[config.mk]
export PLATFORM = sky130hd
export DESIGN_NAME = audio_receiver_control_regs
export DESIGN_NICKNAME = d
export VERILOG_FILES = /design/src/include/audio_rx_pkg.sv /design/src/verilog/audio_receiver_control_regs.sv
export SDC_FILE = /design/constraint.sdc
export NUM_CORES = 1
export LEC_CHECK = 0
export BUFFER_PORTS_ARGS = -buffer_cell sky130_fd_sc_hd__buf_2
export CORE_MARGIN = 2
export CORE_UTILIZATION = 45
export CTS_CLUSTER_SIZE = 30
export DETAILED_ROUTE_END_ITERATION = 7
export GPL_ROUTABILITY_DRIVEN = 0
export PLACE_DENSITY = 0.7
export SYNTH_ARGS = -nofsm -noshare
export SYNTH_HDL_FRONTEND = slang
export SYNTH_SLANG_ARGS = --single-unit
[constraint.sdc]
create_clock -name i_clk_sys -period 3.53 [get_ports i_clk_sys]
set_input_delay 0.706 -clock i_clk_sys [delete_from_list [all_inputs] [get_ports i_clk_sys]]
set_output_delay 0.706 -clock i_clk_sys [all_outputs]
set_load 0.03 [all_outputs]
[src/include/audio_rx_pkg.sv]
// package: register map, field layout and codes of the receiver control bank
package audio_rx_pkg;
  // register offsets
  localparam logic [7:0] ADDR_WORD_SHORTEN_ENABLE      = 8'h00;
  localparam logic [7:0] ADDR_CLK_HOLD   = 8'h01;
  localparam logic [7:0] ADDR_DEEMPH     = 8'h02;
  localparam logic [7:0] ADDR_OUT_SRC    = 8'h03;
  localparam logic [7:0] ADDR_RUN_INPUT  = 8'h04;
  localparam logic [7:0] ADDR_SER_FMT    = 8'h05;
  localparam logic [7:0] ADDR_ERR_EN     = 8'h06;
  localparam logic [7:0] ADDR_IRQ_EN     = 8'h07;
  localparam logic [7:0] ADDR_IMODE_HI   = 8'h08;
  localparam logic [7:0] ADDR_IMODE_LO   = 8'h09;
  localparam logic [7:0] ADDR_CHAN_STAT  = 8'h0A;
  localparam logic [7:0] ADDR_RX_ERR     = 8'h0C;
  localparam logic [7:0] ADDR_IRQ_STAT   = 8'h0D;
  // reset values
  localparam logic [7:0] REG_RESET      = 8'h00;
  // writable bits of the word shorten enable and seven-bit registers
  localparam logic [7:0] WORD_SHORTEN_ENABLE_WMASK     = 8'h04;
  localparam logic [7:0] SEVEN_WMASK     = 8'h7F;
  // field positions
  localparam int WORD_SHORTEN_ENABLE_BIT   = 2;
  localparam int SWCLK_BIT   = 7;
  localparam int MUTE_BIT    = 6;
  localparam int INT_POL_LSB = 4;
  localparam int HOLD_LSB    = 2;
  localparam int RECOVERED_CLOCK_RATE_BIT   = 1;
  localparam int CHS_BIT     = 0;
  localparam int INHIBIT_BIT = 7;
  localparam int DEEMPH_LSB  = 4;
  localparam int RUN_BIT     = 7;
  localparam int RXD_BIT     = 6;
  localparam int RXSEL_LSB   = 3;
  localparam int TXSEL_LSB   = 0;
  localparam int AUX_LSB     = 4;
  // error bits that may touch the sample (crc bits 6 and 5 never do)
  localparam logic [6:0] ERR_HOLD_BITS  = 7'h1F;
  localparam int         IRQ_RECEIVER_FAULT_EVENT_BIT   = 2;
  // audio path
  localparam int         SAMPLE_W       = 24;
  localparam int         FIFO_DEPTH     = 4;
  localparam logic [3:0] AUX_MAX        = 4'h8;
  localparam logic [4:0] RES20_DROP     = 5'h04;
  localparam logic [4:0] RES16_DROP     = 5'h08;
  // codes
  typedef enum logic [1:0] {HOLD_LAST = 2'h0, HOLD_ZERO = 2'h1, HOLD_PASS = 2'h2} hold_e;
  typedef enum logic [1:0] {POL_HIGH = 2'h0, POL_LOW = 2'h1, POL_OPEN = 2'h2} int_pol_e;
  typedef enum logic [1:0] {MODE_RISE = 2'h0, MODE_FALL = 2'h1, MODE_LEVEL = 2'h2} imode_e;
  typedef enum logic [1:0] {COEF_OFF = 2'h0, COEF_32K = 2'h1, COEF_44K = 2'h2,
                            COEF_48K = 2'h3} coef_e;
  localparam logic [2:0] DEEMPH_AUTO    = 3'h4;
  localparam logic [1:0] RES_24         = 2'h0;
  localparam logic [1:0] RES_20         = 2'h1;
  localparam logic [1:0] RES_16         = 2'h2;
  localparam logic [1:0] RES_RAW        = 2'h3;
  // serial output format register layout
  typedef struct packed {
    logic       master;
    logic       bclk_128;
    logic [1:0] resolution;
    logic       justify;
    logic       msb_delay;
    logic       bclk_pol;
    logic       wclk_pol;
  } ser_fmt_s;
endpackage

[src/verilog/audio_receiver_control_regs.sv]
// receiver control register bank, its sample path and a small sample fifo
// Functional notes
// - truncate to 24 minus aux when deemphasis on
// - system clock drives outputs on lock loss
// - mute zeroes serial output samples
// - receive error hold: last, zero, unchanged
// - interrupt pin: high, low, open drain
// - channel status decoded from chosen channel
// - inhibit blocks channel status buffer update
// - deemphasis select picks fixed coefficients
// - auto deemphasis from channel A, nonlinear off
// - run low stops path, port stays usable
// - recovered master clock tristate control
// - input selects pick one of eight
// - master or slave, bit clock rate
// - resolution 24, 20 or 16 bits
// - resolution 11 gives raw copy, left
// - right justify only master, not raw
// - msb delay one or two bit periods
// - bit and word clock polarity controls
// - error enables gate register, pin, hold
// - interrupt enables gate status and line
// - per source rise, fall or level mode
// - error register read clears unless active
// - status read clears unless level active
`timescale 1ns/1ns
`default_nettype none

module sample_fifo #(
  parameter int WIDTH = 24,
  parameter int DEPTH = 4
) (
  input  wire logic             i_clk_sys,
  input  wire logic             i_sys_rst,
  input  wire logic             i_flush,
  input  wire logic             i_in_valid,
  output logic                  o_in_ready,
  input  wire logic [WIDTH-1:0] i_in_data,
  output logic                  o_out_valid,
  input  wire logic             i_out_ready,
  output logic [WIDTH-1:0]      o_out_data
);
  localparam int PW = $clog2(DEPTH);
  // full level needs the extra count bit, a pointer-wide cast would wrap it to zero
  localparam logic [PW:0] FULL_COUNT = (PW+1)'(DEPTH);

  logic [WIDTH-1:0] mem [DEPTH];     // storage words
  logic [PW-1:0]    wr_ptr_r;        // next slot to fill
  logic [PW-1:0]    rd_ptr_r;        // oldest word
  logic [PW:0]      count_r;         // words held
  wire              push = i_in_valid && o_in_ready;
  wire              pop  = o_out_valid && i_out_ready;

  assign o_in_ready  = (count_r != FULL_COUNT) && !i_flush;
  assign o_out_valid = (count_r != '0) && !i_flush;
  assign o_out_data  = mem[rd_ptr_r];

  // storage write, no reset needed on data
  always_ff @(posedge i_clk_sys) begin
    if (push) begin
      mem[wr_ptr_r] <= i_in_data;
    end
  end

  // pointers wrap naturally since depth is a power of two
  always_ff @(posedge i_clk_sys) begin
    if (i_sys_rst || i_flush) begin
      wr_ptr_r <= '0;
      rd_ptr_r <= '0;
      count_r  <= '0;
    end else begin
      wr_ptr_r <= wr_ptr_r + PW'(push);
      rd_ptr_r <= rd_ptr_r + PW'(pop);
      count_r  <= count_r + (PW+1)'(push) - (PW+1)'(pop);
    end
  end
endmodule

module audio_receiver_control_regs (
  input  wire logic                  i_clk_sys,
  input  wire logic                  i_sys_rst,
  // control port, same clock
  input  wire logic [7:0]            i_reg_addr,
  input  wire logic                  i_reg_wr,
  input  wire logic                  i_reg_rd,
  input  wire logic [7:0]            i_reg_wdata,
  output logic [7:0]                 o_reg_rdata,
  // receiver state, same clock
  input  wire logic                  i_lock_lost,
  input  wire logic [6:0]            i_err_cond,
  input  wire logic [6:0]            i_irq_cond,
  input  wire logic [7:0]            i_chan_a_status,
  input  wire logic [7:0]            i_chan_b_status,
  input  wire logic [1:0]            i_chan_a_rate,
  input  wire logic                  i_nonlinear,
  input  wire logic                  i_buf_xfer_req,
  // received samples
  input  wire logic                  i_smp_valid,
  output logic                       o_smp_ready,
  input  wire logic [23:0]           i_smp_data,
  input  wire logic                  i_smp_raw_blk,
  output logic                       o_out_valid,
  input  wire logic                  i_out_ready,
  output logic [23:0]                o_out_data,
  // steering outputs
  output logic                       o_run,
  output logic                       o_clk_from_system,
  output logic                       o_recovered_master_clock_half_rate,
  output logic                       o_recovered_master_clock_oe_n,
  output logic [2:0]                 o_receiver_input_select,
  output logic [2:0]                 o_passthrough_input_select,
  output logic [1:0]                 o_deemph_coef,
  output logic                       o_buf_xfer_en,
  output audio_rx_pkg::ser_fmt_s     o_ser_fmt,
  output logic                       o_rx_err_pin,
  output logic                       o_int_out,
  output logic                       o_int_oe_n
);
  localparam int SAMPLE_W_L = audio_rx_pkg::SAMPLE_W;      // sample width for local declarations
  localparam int IRQ_B      = audio_rx_pkg::IRQ_RECEIVER_FAULT_EVENT_BIT;  // error summary slot among sources
  // control registers
  logic [7:0] word_shorten_enable_r, clk_hold_r, deemph_r, out_src_r, run_in_r, fmt_r;
  logic [6:0] err_en_r, irq_en_r, imode_hi_r, imode_lo_r;
  // status and history
  logic [6:0] rx_err_r;          // sticky receiver errors
  logic [6:0] irq_stat_r;        // sticky interrupt status
  logic [6:0] irq_prev_r;        // source value one cycle ago
  logic [SAMPLE_W_L-1:0] last_smp_r;  // last good sample for hold
  logic [7:0] rdata_nxt;

  // drop the low n bits of a sample
  function automatic logic [SAMPLE_W_L-1:0] keep_top(input logic [4:0] drop);
    logic [SAMPLE_W_L-1:0] m;
    m = '1;
    m = m << drop;
    return m;
  endfunction

  // address compare shared by writes and reads
  function automatic logic hit(input logic [7:0] a, input logic [7:0] off);
    return a == off;
  endfunction

  // decoded fields
  wire        run         = run_in_r[audio_rx_pkg::RUN_BIT];
  wire        mute        = clk_hold_r[audio_rx_pkg::MUTE_BIT];
  wire [1:0]  hold_code   = clk_hold_r[audio_rx_pkg::HOLD_LSB +: 2];
  wire [1:0]  pol_code    = clk_hold_r[audio_rx_pkg::INT_POL_LSB +: 2];
  wire        status_channel_pick         = clk_hold_r[audio_rx_pkg::CHS_BIT];
  wire [2:0]  deemph_sel  = deemph_r[audio_rx_pkg::DEEMPH_LSB +: 3];
  wire        rd_err      = i_reg_rd && hit(i_reg_addr, audio_rx_pkg::ADDR_RX_ERR);
  wire        rd_irq      = i_reg_rd && hit(i_reg_addr, audio_rx_pkg::ADDR_IRQ_STAT);

  // writes: the ten control registers, status registers are read only; only the word shorten enable and seven-bit registers drop their unused bits
  always_ff @(posedge i_clk_sys) begin
    if (i_sys_rst) begin
      word_shorten_enable_r    <= audio_rx_pkg::REG_RESET;
      clk_hold_r <= audio_rx_pkg::REG_RESET;
      deemph_r   <= audio_rx_pkg::REG_RESET;
      out_src_r  <= audio_rx_pkg::REG_RESET;
      run_in_r   <= audio_rx_pkg::REG_RESET;
      fmt_r      <= audio_rx_pkg::REG_RESET;
      err_en_r   <= '0;
      irq_en_r   <= '0;
      imode_hi_r <= '0;
      imode_lo_r <= '0;
    end else if (i_reg_wr) begin
      // port stays writable while run is low
      if (hit(i_reg_addr, audio_rx_pkg::ADDR_WORD_SHORTEN_ENABLE))     word_shorten_enable_r    <= i_reg_wdata & audio_rx_pkg::WORD_SHORTEN_ENABLE_WMASK;
      if (hit(i_reg_addr, audio_rx_pkg::ADDR_CLK_HOLD))  clk_hold_r <= i_reg_wdata;
      if (hit(i_reg_addr, audio_rx_pkg::ADDR_DEEMPH))    deemph_r   <= i_reg_wdata;
      if (hit(i_reg_addr, audio_rx_pkg::ADDR_OUT_SRC))   out_src_r  <= i_reg_wdata;
      if (hit(i_reg_addr, audio_rx_pkg::ADDR_RUN_INPUT)) run_in_r   <= i_reg_wdata;
      if (hit(i_reg_addr, audio_rx_pkg::ADDR_SER_FMT))   fmt_r      <= i_reg_wdata;
      if (hit(i_reg_addr, audio_rx_pkg::ADDR_ERR_EN))    err_en_r   <= i_reg_wdata[6:0];
      if (hit(i_reg_addr, audio_rx_pkg::ADDR_IRQ_EN))    irq_en_r   <= i_reg_wdata[6:0];
      if (hit(i_reg_addr, audio_rx_pkg::ADDR_IMODE_HI))  imode_hi_r <= i_reg_wdata[6:0];
      if (hit(i_reg_addr, audio_rx_pkg::ADDR_IMODE_LO))  imode_lo_r <= i_reg_wdata[6:0];
    end
  end

  // clocks and muxes
  assign o_run             = run;
  assign o_clk_from_system = clk_hold_r[audio_rx_pkg::SWCLK_BIT] && i_lock_lost;
  assign o_recovered_master_clock_half_rate  = clk_hold_r[audio_rx_pkg::RECOVERED_CLOCK_RATE_BIT];
  assign o_recovered_master_clock_oe_n       = run_in_r[audio_rx_pkg::RXD_BIT];
  assign o_receiver_input_select    = run_in_r[audio_rx_pkg::RXSEL_LSB +: 3];
  assign o_passthrough_input_select = run_in_r[audio_rx_pkg::TXSEL_LSB +: 3];
  assign o_buf_xfer_en     = run && i_buf_xfer_req && !deemph_r[audio_rx_pkg::INHIBIT_BIT];

  // output format: raw mode forces left, right only as master
  wire       raw_mode = fmt_r[5:4] == audio_rx_pkg::RES_RAW;
  wire       just_ok  = fmt_r[3] && fmt_r[7] && !raw_mode;
  assign o_ser_fmt = '{master: fmt_r[7], bclk_128: fmt_r[6], resolution: fmt_r[5:4],
                       justify: just_ok, msb_delay: fmt_r[2] && !just_ok,
                       bclk_pol: fmt_r[1], wclk_pol: fmt_r[0]};

  // deemphasis: fixed codes, or auto from channel A status
  wire        a_emph    = !i_chan_a_status[0];   // bit low means pre-emphasis present
  wire [1:0]  auto_coef = (a_emph && !i_nonlinear && i_chan_a_rate != audio_rx_pkg::COEF_OFF)
                          ? i_chan_a_rate : audio_rx_pkg::COEF_OFF;
  assign o_deemph_coef = (deemph_sel == audio_rx_pkg::DEEMPH_AUTO) ? auto_coef
                       : (deemph_sel[2] ? audio_rx_pkg::COEF_OFF : deemph_sel[1:0]);

  // truncation only matters once the filter is in use
  wire [3:0]  aux_raw   = i_chan_a_status[audio_rx_pkg::AUX_LSB +: 4];
  wire [3:0]  aux_width = (aux_raw > audio_rx_pkg::AUX_MAX) ? 4'h0 : aux_raw;
  wire        word_shorten_enable_on  = word_shorten_enable_r[audio_rx_pkg::WORD_SHORTEN_ENABLE_BIT] && (o_deemph_coef != audio_rx_pkg::COEF_OFF);
  wire [23:0] smp_word_shorten_enable = word_shorten_enable_on ? (i_smp_data & keep_top({1'b0, aux_width}))
                                   : i_smp_data;

  // receive errors gated by enables; crc bits never touch samples
  wire [6:0]  err_live  = i_err_cond & err_en_r;
  wire        err_hold  = |(err_live & audio_rx_pkg::ERR_HOLD_BITS);
  wire [23:0] smp_held  = !err_hold                         ? smp_word_shorten_enable
                        : (hold_code == audio_rx_pkg::HOLD_ZERO) ? 24'h000000
                        : (hold_code == audio_rx_pkg::HOLD_PASS) ? smp_word_shorten_enable
                        : last_smp_r;

  // resolution, raw copy and mute
  wire [23:0] smp_res   = (fmt_r[5:4] == audio_rx_pkg::RES_20) ? smp_held & keep_top(audio_rx_pkg::RES20_DROP)
                        : (fmt_r[5:4] == audio_rx_pkg::RES_16) ? smp_held & keep_top(audio_rx_pkg::RES16_DROP)
                        : smp_held;
  wire [23:0] smp_fmt   = raw_mode ? {i_smp_data[23:1], i_smp_raw_blk} : smp_res;
  wire [23:0] fifo_in   = mute ? 24'h000000 : smp_fmt;
  wire        fifo_push;
  wire        fifo_in_ready;

  assign fifo_push   = i_smp_valid && run;
  assign o_smp_ready = fifo_in_ready;

  // remember the last sample that went out unaltered
  always_ff @(posedge i_clk_sys) begin
    if (i_sys_rst || !run) begin
      last_smp_r <= '0;
    end else if (fifo_push && fifo_in_ready && !err_hold) begin
      last_smp_r <= smp_word_shorten_enable;
    end
  end

  // four words absorb bursts; a stalled drain backs up to the receiver
  sample_fifo #(.WIDTH(audio_rx_pkg::SAMPLE_W), .DEPTH(audio_rx_pkg::FIFO_DEPTH)) u_fifo (
    .i_clk_sys   (i_clk_sys),
    .i_sys_rst   (i_sys_rst),
    .i_flush     (!run),
    .i_in_valid  (fifo_push),
    .o_in_ready  (fifo_in_ready),
    .i_in_data   (fifo_in),
    .o_out_valid (o_out_valid),
    .i_out_ready (i_out_ready),
    .o_out_data  (o_out_data)
  );

  // interrupt events per source mode; reserved mode acts as rising
  wire [6:0] mode_fall  = imode_lo_r & ~imode_hi_r;
  wire [6:0] mode_level = imode_hi_r & ~imode_lo_r;
  wire [6:0] mode_rise  = ~(mode_fall | mode_level);
  wire [6:0] irq_src    = {i_irq_cond[6:3], i_irq_cond[IRQ_B] | (|err_live), i_irq_cond[1:0]};
  wire [6:0] irq_evt    = ((mode_rise & irq_src & ~irq_prev_r)
                        | (mode_fall & ~irq_src & irq_prev_r)
                        | (mode_level & irq_src)) & irq_en_r;

  // sticky bits: set beats a read clear in the same cycle
  always_ff @(posedge i_clk_sys) begin
    if (i_sys_rst || !run) begin
      rx_err_r   <= '0;
      irq_stat_r <= '0;
      irq_prev_r <= '0;
    end else begin
      irq_prev_r <= irq_src;
      rx_err_r   <= (rd_err ? 7'h00 : rx_err_r & err_en_r) | err_live;
      irq_stat_r <= (rd_irq ? 7'h00 : irq_stat_r & irq_en_r) | irq_evt;
    end
  end

  // interrupt pin; open drain only pulls low
  wire irq_line = |irq_stat_r;
  assign o_rx_err_pin = |rx_err_r;
  assign o_int_out    = (pol_code == audio_rx_pkg::POL_LOW || pol_code == audio_rx_pkg::POL_OPEN)
                        ? !irq_line : irq_line;
  assign o_int_oe_n   = (pol_code == audio_rx_pkg::POL_OPEN) && !irq_line;

  // read mux, status register follows the chosen channel
  always_comb begin
    case (i_reg_addr)
      audio_rx_pkg::ADDR_WORD_SHORTEN_ENABLE:     rdata_nxt = word_shorten_enable_r;
      audio_rx_pkg::ADDR_CLK_HOLD:  rdata_nxt = clk_hold_r;
      audio_rx_pkg::ADDR_DEEMPH:    rdata_nxt = deemph_r;
      audio_rx_pkg::ADDR_OUT_SRC:   rdata_nxt = out_src_r;
      audio_rx_pkg::ADDR_RUN_INPUT: rdata_nxt = run_in_r;
      audio_rx_pkg::ADDR_SER_FMT:   rdata_nxt = fmt_r;
      audio_rx_pkg::ADDR_ERR_EN:    rdata_nxt = {1'b0, err_en_r};
      audio_rx_pkg::ADDR_IRQ_EN:    rdata_nxt = {1'b0, irq_en_r};
      audio_rx_pkg::ADDR_IMODE_HI:  rdata_nxt = {1'b0, imode_hi_r};
      audio_rx_pkg::ADDR_IMODE_LO:  rdata_nxt = {1'b0, imode_lo_r};
      audio_rx_pkg::ADDR_CHAN_STAT: rdata_nxt = status_channel_pick ? i_chan_b_status : i_chan_a_status;
      audio_rx_pkg::ADDR_RX_ERR:    rdata_nxt = {1'b0, rx_err_r};
      audio_rx_pkg::ADDR_IRQ_STAT:  rdata_nxt = {1'b0, irq_stat_r};
      default:                      rdata_nxt = 8'h00;
    endcase
  end

  // read data held until the next read
  always_ff @(posedge i_clk_sys) begin
    if (i_sys_rst) begin
      o_reg_rdata <= 8'h00;
    end else if (i_reg_rd) begin
      o_reg_rdata <= rdata_nxt;
    end
  end

  // checks
  a_mute_zero: assert property (@(posedge i_clk_sys) disable iff (i_sys_rst)
    (mute && fifo_push) |-> fifo_in == 24'h000000) else $error("muted sample not zero");
  a_hold_zero: assert property (@(posedge i_clk_sys) disable iff (i_sys_rst)
    (err_hold && !raw_mode && hold_code == audio_rx_pkg::HOLD_ZERO) |-> fifo_in == 24'h000000)
    else $error("hold zero failed");
  a_int_low_pol: assert property (@(posedge i_clk_sys) disable iff (i_sys_rst)
    (pol_code == audio_rx_pkg::POL_LOW) |-> (o_int_out == !(|irq_stat_r) && !o_int_oe_n))
    else $error("active low pin wrong");
  a_chan_pick: assert property (@(posedge i_clk_sys) disable iff (i_sys_rst)
    (i_reg_rd && i_reg_addr == audio_rx_pkg::ADDR_CHAN_STAT && status_channel_pick)
    |=> o_reg_rdata == $past(i_chan_b_status)) else $error("channel b not chosen");
  a_run_flush: assert property (@(posedge i_clk_sys) disable iff (i_sys_rst)
    !run |=> !o_out_valid) else $error("output live while stopped");
  a_err_read_clr: assert property (@(posedge i_clk_sys) disable iff (i_sys_rst)
    (rd_err && run) |=> rx_err_r == $past(err_live)) else $error("error read clear wrong");
  a_irq_mask_block: assert property (@(posedge i_clk_sys) disable iff (i_sys_rst)
    (irq_stat_r == 7'h00 && irq_en_r == 7'h00 && !i_reg_wr) |=> irq_stat_r == 7'h00)
    else $error("masked source set status");
  a_rise_sets: assert property (@(posedge i_clk_sys) disable iff (i_sys_rst)
    (run && irq_en_r[0] && mode_rise[0] && irq_src[0] && !irq_prev_r[0])
    |=> irq_stat_r[0] ##1 (irq_stat_r[0] || $past(rd_irq))) else $error("rising event lost");
  a_level_holds: assert property (@(posedge i_clk_sys) disable iff (i_sys_rst)
    (run && rd_irq && irq_en_r[1] && mode_level[1] && irq_src[1]) |=> irq_stat_r[1])
    else $error("level status cleared");
  a_recovered_master_clock_off: assert property (@(posedge i_clk_sys) disable iff (i_sys_rst)
    $rose(run_in_r[audio_rx_pkg::RXD_BIT]) |-> o_recovered_master_clock_oe_n) else $error("recovered_master_clock still driven");
endmodule

`default_nettype wire

==> results.cfg <==
[logic_synthesis]
yosys_register_bits = 225
ys_seq_area_share_pct = 52.4
ys.flop_type = dfxtp_1
yosys.area.top_type = edfxtp_1
ys_warn_count = 0
synth_area_leaders = edfxtp_1, dfxtp_1, mux2i_1
synth_area_um2 = 10400
ys_async_sr_fraction_pct = 0
synth_top_area_share_pct = 27.6
synth_edf_count = 96
synth_cells = 1005
synth_area_per_cell_um2 = 10.4
synth.distinct_cells = 68
syn-num-nets = 1107

[finish]
final_layout_size_suffix_gt1_share_pct = 22.1
fin_nets = 1224
layout_common_cells = buf_2, dfxtp_1, nand2_1, a21oi_1, edfxtp_1
synthToLayoutAreaGrowth_pct = 17.3
n_fill_cell = 2003
diodes = 0
layout_commonest_cell = buf_2
final_util_pct = 53.9
fin_area_um2 = 12200

[detailed_routing]
drtPass1Iterations = 8
drc_errors = 0
drt_iter0_drc = 817
finalWirelength_um = 30000
wl_per_cell_um = 21.1
vias_per_cell = 5.91
detail-route-antenna-nets = 0
routed-via-count = 8406

[floorplan]
die_y_um = 156
die_w_um = 156
core_um2 = 22700
die-area_um2 = 24400
initial_core_util_pct = 46.0
rows = 55
boundaryPins = 140

[global_route]
grt_pass1_wl_um = 45900
grt_use_met2_pct = 39.1
use_met3_pct = 3.54
grt_max_degree = 37
grt-busiest-layer = met2
track_usage_pct = 24.5
grt_util_met1_pct = 34.2
first_global_vias = 7950
overflow = 0
antenna_found_initial = 0

[timing]
skew_ns = 0.0140
min_period_over_period_pct = 82.1
period_minus_slack_ns = 2.90
setup_tns_ns = 0
final-setup-viol-count = 0
finalMaxSlewViolations = 0
whs_ns = 0.427
rsz0062_at_grt = no
max_slew.worst_pin.slew_ns = 0.765
hold_violations = 0
layout_setup_ws_ns = 0.633
maxSlewHeadroom_pct = 49.0
fmax_ghz = 0.345

[clocking]
clk_pin_slew_ns = 0.06
ctsHoldBuffers = 0
cts_buffers = 25
cts_tree = built
clk_latency_ns = 0.52
post_cts_resize_count = 0
cts-root-buf = clkbuf_16
cts_setup_buffers = 0
htreeDepth = 1
clockBufferDepth = 3
cts_sinks = 225

[worst_setup_path]
arrival_ns = 2.19
start_kind = flop
r2r_cells = 8
crit_required_ns = 2.82
cp_cell_sequence = buf_4 -> mux4_2 -> buf_2
cp_max_fo = 21
crit_slowest_cell = mux4_2
worstSetupEndpointType = output port
critPathBufInv = 2
reg2reg_from = run_in_r[7]
regToRegEndpoint = u_fifo.count_r[2]
max_stage_delay_ns = 0.61
crit_type = flop to output port
path_delay_family = buffers and inverters
r2r_slack_ns = 1.06

[power]
leakage_uw = 0.00455
p_per_area_nw_per_um2 = 461
peakVddDrop_uv = 279

[outcome]
status = completed

[placed_design]
dp_slack_ns = 0.778
place_area_um2 = 11400
numPortBuffers = 139
dp_hpwl_um = 20600

[job]
max_cap_viol_count = 0

[hold_path]
worstHoldEndpoint = irq_prev_r[5]
min_path_type = input pin to flop
hold_start = i_irq_cond[5]
min_path_cells = 2
## where the power goes
part / switching, uW / leakage [uW] / internal, uW
registers: 1.34 / 0.00190 / 2710
clock network: 1060 / 0.000419 / 1640
logic: 156 / 0.00223 / 77.5
## metal layers
layer	part of all wire [%]	wire length, um
met2	47	14000
met3	8.1	2440
met1	42	12600
met4	3.3	995
met5	0	0
## worst register-to-register path, cell delays in order, from the launching register on
cell and delay [ns]:
dfxtp_1 0.60, nand2_1 0.11, a21oi_1 0.55, ha_1 0.26
inv_1 0.06, fa_1 0.41, xor2_1 0.17, xnor2_1 0.13
nor2_1 0.06
## cell families after synthesis
| group | count (synthesis) | synth area share, % |
|---|---|---|
| AND/OR/NAND/NOR | 320 | 14.6 |
| adder cells (fa/ha/maj) | 20 | 2.47 |
| multiplexers | 101 | 12.9 |
| flip-flops | 225 | 52.4 |
| AO/OA/AOI/OAI | 225 | 12.8 |
| XOR/XNOR | 7 | 0.587 |
| buffers and inverters | 107 | 4.34 |
## cell usage after synthesis (all sizes together) (3+ instances only)
library cell  number
nor3               8
inv               32
nor2              85
a22oi             16
o31ai              3
a211oi             3
nand2            120
or3                3
mux2               6
dfxtp            129
a221oi             6
and2              16
nor4               6
nand3             31
o22ai              8
nor2b             12
nand3b             7
a32o               3
nand2b            12
mux2i             69
edfxtp            96
o21a               3
a31oi              7
buf               25
and3               8
mux4              26
a21oi            114
clkbuf            49
xor2               4
xnor2              3
a22o               4
o21ai             39
ha                19
## stage by stage
| stage | cells | total power [uW] |
|---|---|---|
| final | 1423 | 5650 |
| after global routing | 1423 | 5800 |
| after CTS | 1423 | 5660 |
| after detailed placement | 1380 | 2990 |
| after global placement | 1380 | 2990 |
| after floorplan | 1005 | 2880 |
## state kept, by name (all words and copies together), names as in the netlist, 8 cells and up
| name | cells |
|---|---|
| last_smp_r | 24 |
| o_reg_rdata | 8 |
| fmt_r | 8 |
| out_src_r | 8 |
| u_fifo.mem | 96 |
| run_in_r | 8 |
| deemph_r | 8 |
| clk_hold_r | 8 |
## worst max path at each step
stage,from,end,slack [ns],depth (start not counted)
finish,u_fifo.rd_ptr_r[0],o_out_data[15],0.63,3
global route,irq_stat_r[5],o_int_out,0.49,4
CTS,u_fifo.rd_ptr_r[0],o_out_data[15],0.59,3
detailed placement,i_err_cond[2],u_fifo.mem[1][18],0.78,6
global placement,i_err_cond[2],u_fifo.mem[1][18],0.82,6
floorplan,i_smp_valid,u_fifo.mem[0][0],0.14,3
## cell type report
cell class | instances | area, um^2 | share of cell area (%)
Clock inverter | 8 | 105 | 0.859
Tap cell | 285 | 357 | 2.91
Clock buffer | 35 | 756 | 6.18
Sequential cell | 225 | 5470 | 44.7
Multi-Input combinational cell | 673 | 4530 | 37.1
Timing Repair Buffer | 164 | 896 | 7.32
Inverter | 33 | 124 | 1.01
Note: power is estimated with default switching activity, not from simulation.
